**config.mk**
```make
export PLATFORM = sky130hd
export DESIGN_NAME = srcd_top
export DESIGN_NICKNAME = d
export VERILOG_FILES = /design/src/common/srcd_pkg.sv /design/src/srcd_top.sv /design/src/srcd_ratio_gen.sv
export SDC_FILE = /design/constraint.sdc
export NUM_CORES = 1
export LEC_CHECK = 0
export BUFFER_PORTS_ARGS = -buffer_cell sky130_fd_sc_hd__buf_2
export CAP_MARGIN = 10
export CORE_MARGIN = 5
export CORE_UTILIZATION = 53
export CTS_CLUSTER_DIAMETER = 150
export DETAILED_ROUTE_END_ITERATION = 6
export PLACE_DENSITY_LB_ADDON = 0.05
export SLEW_MARGIN = 20
export SYNTH_ARGS = -nofsm -noshare
export SYNTH_HDL_FRONTEND = slang
export SYNTH_SLANG_ARGS = --single-unit
```
**constraint.sdc**
```tcl
create_clock -name clk_sys -period 4.1 [get_ports clk_sys]
set_clock_uncertainty 0.2 [all_clocks]
set_input_delay 0.205 -clock clk_sys [delete_from_list [all_inputs] [get_ports clk_sys]]
set_output_delay 0.205 -clock clk_sys [all_outputs]
set_load 0.01 [all_outputs]
```
**src/common/srcd_pkg.sv**
```systemverilog
package srcd_pkg;
  // Printed offsets are not word multiples: kept as indices
  localparam logic [7:0] SRCD_IDX_CTRL0    = 8'h06;
  localparam logic [7:0] SRCD_IDX_CTRL1    = 8'h07;
  localparam logic [7:0] SRCD_IDX_OSC      = 8'h05;
  localparam logic [7:0] SRCD_IDX_STATUS   = 8'h08;
  localparam int         SRCD_IDX_SHIFT    = 2;
  // Field positions
  localparam int         SRCD_OSC_SEL_BIT  = 3;
  localparam int         SRCD_PDIV_HI      = 7;
  localparam int         SRCD_PDIV_LO      = 5;
  localparam int         SRCD_NUM_HI       = 4;
  localparam int         SRCD_NUM_LO       = 0;
  // Reset values
  localparam logic [2:0] SRCD_PDIV_RST     = 3'h2;
  localparam logic [4:0] SRCD_NUM_RST      = 5'h01;
  localparam logic [7:0] SRCD_DEN_RST      = 8'h28;
  localparam logic       SRCD_OSC_SEL_RST  = 1'h0;
  localparam logic [2:0] SRCD_OSC_LOW_RST  = 3'h3;
  // Largest defined predivide code
  localparam logic [2:0] SRCD_PDIV_MAX     = 3'h4;
  // Predivide ratio as a shift amount
  function automatic logic [4:0] srcd_pdiv_ratio(input logic [2:0] code);
    logic [4:0] r;
    r = 5'h01;
    if (code <= SRCD_PDIV_MAX) begin
      r = 5'(5'h01 << code);
    end
    return r;
  endfunction : srcd_pdiv_ratio
endpackage : srcd_pkg

```
**src/srcd_top.sv**
```systemverilog
// Our own choice: the APB interface to the registers.
`timescale 1ns/1ps
// Sensor reference clock divider with APB registers
module srcd_top (
  input  wire logic        clk_sys,
  input  wire logic        rst,
  input  wire logic        fast_clk_tick,
  input  wire logic        sync_clock_mode,
  input  wire logic        ext_clock_detected,
  input  wire logic        psel,
  input  wire logic        penable,
  input  wire logic        pwrite,
  input  wire logic [11:0] paddr,
  input  wire logic [31:0] pwdata,
  output logic [31:0]      prdata,
  output logic             pready,
  output logic             pslverr,
  output logic             sensor_reference_clock_out,
  output logic             osc_reference_active,
  output logic             osc_reference_range_select
);
  logic [2:0]  pdiv_r;      // fast_clock_predivider
  logic [2:0]  pdiv_nxt;
  logic [4:0]  num_r;       // ratio_numerator
  logic [4:0]  num_nxt;
  logic [7:0]  den_r;       // ratio_denominator
  logic [7:0]  den_nxt;
  logic        osc_r;       // Range select
  logic        osc_nxt;
  logic [2:0]  osclow_r;    // Low bits of oscillator register
  logic [2:0]  osclow_nxt;
  logic [4:0]  pcnt_r;      // Predivide counter
  logic [4:0]  pcnt_nxt;
  logic        ptick;       // Predivided tick
  logic [31:0] rdata_r;     // Registered read data
  logic [31:0] rdata_nxt;
  logic        err_r;
  logic        err_nxt;
  logic        acc_phase;   // Access phase
  logic        wr_en;
  logic [9:0]  idx;         // Word index
  logic        hit;
  logic        rclk;

  assign acc_phase = psel && penable;
  assign wr_en     = acc_phase && pwrite;
  assign idx       = paddr[11:srcd_pkg::SRCD_IDX_SHIFT];

  // Address decode
  always_comb begin
    hit = (idx == {2'b00, srcd_pkg::SRCD_IDX_OSC})
       || (idx == {2'b00, srcd_pkg::SRCD_IDX_CTRL0})
       || (idx == {2'b00, srcd_pkg::SRCD_IDX_CTRL1})
       || (idx == {2'b00, srcd_pkg::SRCD_IDX_STATUS});
  end

  // Register writes and read mux
  always_comb begin
    pdiv_nxt   = pdiv_r;
    num_nxt    = num_r;
    den_nxt    = den_r;
    osc_nxt    = osc_r;
    osclow_nxt = osclow_r;
    rdata_nxt  = 32'h0000_0000;
    err_nxt    = 1'b0;
    if (psel && !penable) begin
      // Setup phase: prepare answer
      err_nxt = !hit;
      unique case (1'b1)
        idx == {2'b00, srcd_pkg::SRCD_IDX_OSC}: begin
          rdata_nxt[srcd_pkg::SRCD_OSC_SEL_BIT] = osc_r;
          rdata_nxt[2:0] = osclow_r;
        end
        idx == {2'b00, srcd_pkg::SRCD_IDX_CTRL0}: begin
          rdata_nxt[srcd_pkg::SRCD_PDIV_HI:srcd_pkg::SRCD_PDIV_LO] = pdiv_r;
          rdata_nxt[srcd_pkg::SRCD_NUM_HI:srcd_pkg::SRCD_NUM_LO]   = num_r;
        end
        idx == {2'b00, srcd_pkg::SRCD_IDX_CTRL1}: begin
          rdata_nxt[7:0] = den_r;
        end
        idx == {2'b00, srcd_pkg::SRCD_IDX_STATUS}: begin
          rdata_nxt[0] = osc_reference_active;
          rdata_nxt[1] = rclk;
        end
        default: begin
          rdata_nxt = 32'h0000_0000;
        end
      endcase
    end else begin
      rdata_nxt = rdata_r;
      err_nxt   = err_r;
    end
    if (wr_en) begin
      if (idx == {2'b00, srcd_pkg::SRCD_IDX_OSC}) begin
        osc_nxt    = pwdata[srcd_pkg::SRCD_OSC_SEL_BIT];
        osclow_nxt = pwdata[2:0];
      end
      if (idx == {2'b00, srcd_pkg::SRCD_IDX_CTRL0}) begin
        pdiv_nxt = pwdata[srcd_pkg::SRCD_PDIV_HI:srcd_pkg::SRCD_PDIV_LO];
        num_nxt  = pwdata[srcd_pkg::SRCD_NUM_HI:srcd_pkg::SRCD_NUM_LO];
      end
      if (idx == {2'b00, srcd_pkg::SRCD_IDX_CTRL1}) begin
        den_nxt = pwdata[7:0];
      end
    end
  end

  // Register state
  always_ff @(posedge clk_sys) begin
    if (rst) begin
      pdiv_r   <= srcd_pkg::SRCD_PDIV_RST;
      num_r    <= srcd_pkg::SRCD_NUM_RST;
      den_r    <= srcd_pkg::SRCD_DEN_RST;
      osc_r    <= srcd_pkg::SRCD_OSC_SEL_RST;
      osclow_r <= srcd_pkg::SRCD_OSC_LOW_RST;
      rdata_r  <= 32'h0000_0000;
      err_r    <= 1'b0;
    end else begin
      pdiv_r   <= pdiv_nxt;
      num_r    <= num_nxt;
      den_r    <= den_nxt;
      osc_r    <= osc_nxt;
      osclow_r <= osclow_nxt;
      rdata_r  <= rdata_nxt;
      err_r    <= err_nxt;
    end
  end

  // No wait state: answer latched at setup, access ends at once
  assign pready  = 1'b1;
  assign prdata  = rdata_r;
  assign pslverr = acc_phase && err_r;

  // Predivide counter on fast clock ticks
  always_comb begin
    pcnt_nxt = pcnt_r;
    ptick    = 1'b0;
    if (fast_clk_tick) begin
      if (5'(pcnt_r + 5'h01) >= srcd_pkg::srcd_pdiv_ratio(pdiv_r)) begin
        pcnt_nxt = 5'h00;
        ptick    = 1'b1;
      end else begin
        pcnt_nxt = 5'(pcnt_r + 5'h01);
      end
    end
  end

  // Predivide counter register
  always_ff @(posedge clk_sys) begin
    if (rst) begin
      pcnt_r <= 5'h00;
    end else begin
      pcnt_r <= pcnt_nxt;
    end
  end

  // Ratio stage
  srcd_ratio_gen u_ratio (
    .clk_sys (clk_sys),
    .rst     (rst),
    .tick    (ptick),
    .num     (num_r),
    .den     (den_r),
    .clk_out (rclk)
  );

  assign sensor_reference_clock_out = rclk;
  // Oscillator used when not synchronous or no external clock
  assign osc_reference_active = !sync_clock_mode || !ext_clock_detected;
  assign osc_reference_range_select = osc_r;
endmodule : srcd_top

```
**src/srcd_ratio_gen.sv**
```systemverilog
`timescale 1ns/1ps
// Fractional M/N accumulator producing a square output
module srcd_ratio_gen (
  input  wire logic       clk_sys,
  input  wire logic       rst,
  input  wire logic       tick,
  input  wire logic [4:0] num,
  input  wire logic [7:0] den,
  output logic            clk_out
);
  logic [8:0] acc_r;    // Phase accumulator
  logic [8:0] acc_nxt;  // Next accumulator
  logic       out_r;    // Output level
  logic       out_nxt;  // Next output level
  logic [9:0] sum;      // Phase plus twice numerator

  // Accumulate 2*M per tick; each wrap past N toggles output
  always_comb begin
    acc_nxt = acc_r;
    out_nxt = out_r;
    sum     = {1'b0, acc_r} + {4'h0, num, 1'b0};
    if (num == 5'h00) begin
      acc_nxt = 9'h000;
    end else if (den == 8'h00) begin
      acc_nxt = 9'h000;
    end else if (tick) begin
      if (sum >= {2'b00, den}) begin
        acc_nxt = 9'(sum - {2'b00, den});
        out_nxt = ~out_r;
      end else begin
        acc_nxt = sum[8:0];
      end
    end
  end

  // Register accumulator and output
  always_ff @(posedge clk_sys) begin
    if (rst) begin
      acc_r <= 9'h000;
      out_r <= 1'b0;
    end else begin
      acc_r <= acc_nxt;
      out_r <= out_nxt;
    end
  end

  assign clk_out = out_r;
endmodule : srcd_ratio_gen

```
# == Word level (Yosys, flattened, before mapping) ==
# Index checks and enable logic that the tools add are counted.
# op_classes
add_sub_neg,3
magnitude_cmp,3
eq_ne,4
n_shift,1
mux,9
bitwise,3
n_reduce_logical,19
# ops
op,n
$eq A10 B3 Y1 const B,3
$mux W5,3
$add A9 B6 Y10,1
$eq A10 B4 Y1 const B,1
$ge A10 B8 Y1,1
$mux W9,1
$sub A9 B8 Y9,1
$logic_not A8 Y1,1
$pmux W2 S4,1
$pmux W4 S2,1
$pmux W2 S3,1
$reduce_and A2 Y1,3
$add A5 B1 Y5 const B,1
$ge A5 B5 Y1,1
$logic_not A5 Y1,1
$shl A1 B3 Y5 const A,1
$logic_and A1 B1 Y1,4
$logic_not A1 Y1,4
$logic_or A1 B1 Y1,4
$reduce_and A4 Y1,1
$le A3 B3 Y1 const B,1
$not A1 Y1,3
$reduce_or A3 Y1,1
$mux W1,2
# word_totals
register_bits,44
inputBits,52
output_inout_bits,37
word_cells,52

# == Logic depth before layout (Yosys ltp) ==
# depth
ltp_word,7
depth_mapped,13
depth_no_buf,13

# == Cells and area by module ==
# From an unflattened synthesis, not the netlist that was laid out.
# hier_totals
hier_cells,370
area_unflattened_um2,3156.8
# by_module_without_submodules
mod,n_inst,cells_per_inst,area_each_um2,seq_area_each_um2
srcd_top,1,225,1986.9,680.7
srcd_ratio_gen,1,145,1169.9,200.2

# == Worst setup path before layout ==
# OpenSTA, ideal clock, no wires.
# synth_path
path_type,reg-to-reg
startpoint,reg num_r[0]
endpoint,reg u_ratio.acc_r[7]
setup_time_ns,0.074
arrival_ns,3.149
required_ns,3.826
setup_slack_ns,0.677
path_stages_with_launch,14
path_cell_list,dfxtp_1 > ha_1 > fa_1 > a21o_2 > and2_1 > o221ai_1 > xnor2_1 > ha_1 > a21oi_1 > o21ai_0 > a21oi_1 > o21ai_2 > or4_1 > a31oi_1
# synth_between
elab_chain_cells,3
elab_cells_between_ends,6
classes_between,add/sub (2); order compare (1); mux (1); reduce/logical (2)
# synth_lines
element,line,source
"start, declared",srcd_top.sv:24,logic [4:0] num_r;
"start signal, assigned",srcd_top.sv:112,num_r <= srcd_pkg::SRCD_NUM_RST;
"start signal, assigned",srcd_top.sv:120,num_r <= num_nxt;
$add A9 B6 Y10,srcd_ratio_gen.sv:21,"sum = {1'b0, acc_r} + {4'h0, num, 1'b0};"
$sub A9 B8 Y9 or $ge A10 B8 Y1 (tied branches),"srcd_ratio_gen.sv:28, srcd_ratio_gen.sv:27",
$mux W9,srcd_ratio_gen.sv:27,"if (sum >= {2'b00, den}) begin"
"end signal, assigned",srcd_ratio_gen.sv:42,acc_r <= acc_nxt;
"end, declared",srcd_ratio_gen.sv:11,logic [8:0] acc_r;
# Several ways; a longest one is shown, not always the timed one.
# A chain may end at the register's enable or synchronous reset.

# == Worst setup path after layout ==
# Ends and elaborated chain as after synthesis.

==> summary.txt <==
Status
  • Status: finished, final reports clean

Clocking
  • CTS Buf Count: 5
  • CTS H-tree depth: 2
  • Clk root buf: clkbuf_8
  • Sink Count: 44
  • CTS tree: done
  • Post-CTS Setup Bufs: 0
  • Clk slew on worst S/H paths: 0.09 ns
  • Clock latency on the worst-skew pair: 0.30 ns
  • Clock Path Buffers: 2

STA
  • Final period util: 93.8%
  • Unrepaired setup endpoints after global routing: no
  • Fmax: 260 MHz
  • Final hold violation count: 0
  • Final setup vio count: 0
  • Setup TNS: 0 ns
  • Slew Limit Fails: 0
  • Worst-Margin Slew: 0.633 ns
  • Final min period: 3.84 ns
  • Relative slew slack: 57.8%
  • WHS: 0.0741 ns

Drt
  • Via count: 2,592
  • DR DRC count: 0
  • Drt wl/cell: 14.4 um
  • Vias/cell: 5.47
  • First-pass iteration count of the detailed router: 4
  • Initial drt markers: 132
  • Post-route ant nets: 0
  • Final wirelength: 6840 um

GRT
  • Initial antenna violation count: 0
  • First-pass GRT wire length: 11,400 um
  • Largest net degree at the start of global routing: 37
  • Vias in the first global route: 2,454
  • GRT Total Usage: 19.0%
  • GRT Residual Overflow: 0

Yosys
  • Yosys warns: 0
  • Cell taking the most area after synthesis: dfxtp_1
  • Post-Synthesis Cells: 360
  • Seq cells post-synth: 44
  • Avg Synthesized Cell Area: 8.52 um2
  • Distinct cell type count after synthesis: 60
  • Asr flop ratio synth: 0%
  • Synthesized area: 3070 um2
  • Main synth FF type: dfxtp_1
  • Synth top area share: 28.7%
  • Largest cells by area after synthesis: dfxtp_1 (29%), mux2i_1 (9.1%), ha_1 (8.6%)
  • Seq/Total Area, Yosys: 28.7%
  • Post-synth EDFFs: 0

Power
  • Lkg Pwr: 1.53 nW
  • Switching Share: 27.4%
  • Sequential cell fraction of total power: 47.4%
  • Switch Pwr: 0.254 mW
  • Power Density: 272 nW/um2
  • Internal: 0.674 mW
  • Combinational share of power: 14.6%
  • Max VDD drop: 203 uV
  • Clock share of power: 38.0%

Setup path
  • Worst Setup End Kind: register
  • Req. time, crit path: 4.13 ns
  • CP startpoint kind: register
  • Crit path kind: reg2reg
  • Crit-path slowest cell: fa_1
  • Delay-heaviest family, CP: compound AO/OA/AOI/OAI gates
  • Arrival time worst endpoint: 3.87 ns
  • Buf/Inv on CP: 0
  • CP cell instances: ha_1, fa_1, a21o_2, and2_1, o221ai_1, xnor2_1, ha_1, a21oi_1, o21ai_0, a21oi_1, o21ai_2, or4_1, a31oi_1
  • Largest stage delay, worst path: 0.42 ns
  • Critical Path Fanout Max: 5

Flow run
  • Max capacitance violation total: 0

Finish
  • Non-Filler Cell Area, Final: 3410 um2
  • Nets: 476
  • Finished Layout Cells: 474
  • Commonest non-fill, non-tap cell in the layout: nor2_1
  • Share of cells above drive strength 1: 14.9%
  • Most frequent cells in the layout: nor2_1 (45), dfxtp_1 (44), buf_2 (37)
  • # diodes: 0
  • Area Overhead vs Synth: 11.1%

Placement
  • DP Area: 3210 um2
  • Placed insts: 458
  • Post-DP HPWL: 5300 um
  • Placer Congestion: 0.877
  • I/O Buffers: 37

Min path
  • Hold WC Path Type: in2reg

Floorplan
  • Initial Util: 55.0%
  • Die ar.: 7410 um2
  • Core Region: 5570 um2
  • # IOs: 89
  • Rows: 27
  • Die Ht: 86.1 um
  • DIE WIDTH: 86.1 um
[per-stage QoR]
stage               util, %  setup slack [ns]  total power [mW]
floorplan                 -             0.677             0.557
global placement       57.6             0.353             0.575
detailed placement     57.6             0.305             0.577
CTS                    61.1             0.282             0.934
global route           61.2            0.0439             0.972
finish                 61.2             0.256             0.928
[registers in the layout, indices dropped and copies added (netlist names)]
name / count
den_r: 8
osclow_r: 3
pcnt_r: 5
num_r: 5
pdiv_r: 3
prdata: 8
u_ratio.clk_out: 1
err_r: 1
osc_reference_range_select: 1
u_ratio.acc_r: 9
[synth_stat cells, types with 4 or more instances]
library cell	count
o21a_1	4
nand3_1	11
nand2_1	15
nor3_1	8
and3_1	5
xnor2_1	10
a22oi_1	4
a21oi_1	22
clkbuf_1	8
mux2i_1	28
a21o_1	4
o21ai_0	4
buf_4	25
ha_1	21
nor2b_1	8
inv_1	18
a211o_1	6
dfxtp_1	44
xor2_1	4
or4_1	5
nor2_1	45
a211oi_1	8
and2_1	4
[cell families after synthesis]
| group | Yosys count | synth area share [%] |
|---|---|---|
| simple gates | 120 | 20.9 |
| fa+ha+maj | 23 | 9.87 |
| xor+xnor | 14 | 4.00 |
| buf+inv | 54 | 9.75 |
| other cells | 2 | 0.245 |
| mux | 29 | 9.50 |
| compound gates | 74 | 17.0 |
| flops | 44 | 28.7 |
[worst paths after layout]
kind	startpoint	slack, ns	endpoint	depth (start not counted)
worst max-delay path	num_r[0]	0.26	u_ratio.acc_r[7]	13
worst min-delay path	penable	0.07	err_r	4
worst max register to register	num_r[0]	0.26	u_ratio.acc_r[7]	13
worst min register to register	prdata[5]	0.29	prdata[5]	2
[power groups by stage]
stage          logic (mW)  registers (mW)  clock network [mW]
2_1_floorplan       0.108           0.449                   0
3_3_place_gp        0.126           0.450                   0
3_5_place_dp        0.128           0.450                   0
4_1_cts             0.135           0.440               0.360
5_1_grt             0.150           0.441               0.381
6_report            0.135           0.440               0.353
[layer usage]
metal	part of all wire [%]	wire [um]	global-route usage [%]
met5	0	0	0
met4	1.1	78	4.89
met3	6.2	425	3.65
met2	46	3120	31.0
met1	47	3220	25.6
[area by class of cell]
| class | count | area, um2 |
|---|---|---|
| Clock buffer | 5 | 68.8 |
| Clock inverter | 3 | 46.3 |
| Fill cell | 524 | 2160 |
| Inverter | 18 | 67.6 |
| Multi-Input combinational cell | 285 | 1980 |
| Sequential cell | 44 | 881 |
| Tap cell | 72 | 90.1 |
| Timing Repair Buffer | 47 | 280 |
[worst min-delay path, delay by kind of cell]
family / cells / cell delay, ns
AND/OR/NAND/NOR: 3 / 0.22
buffers and inverters: 1 / 0.11
[repair_timing]
item / in CTS / in global routing
gates resized for setup: 0 / 1
hold buffers: 8 / 0
endpoints found under the hold margin: 18 / 0
setup endpoints to repair: 0 / 1
No activity file was read; power rests on OpenSTA's default activity.
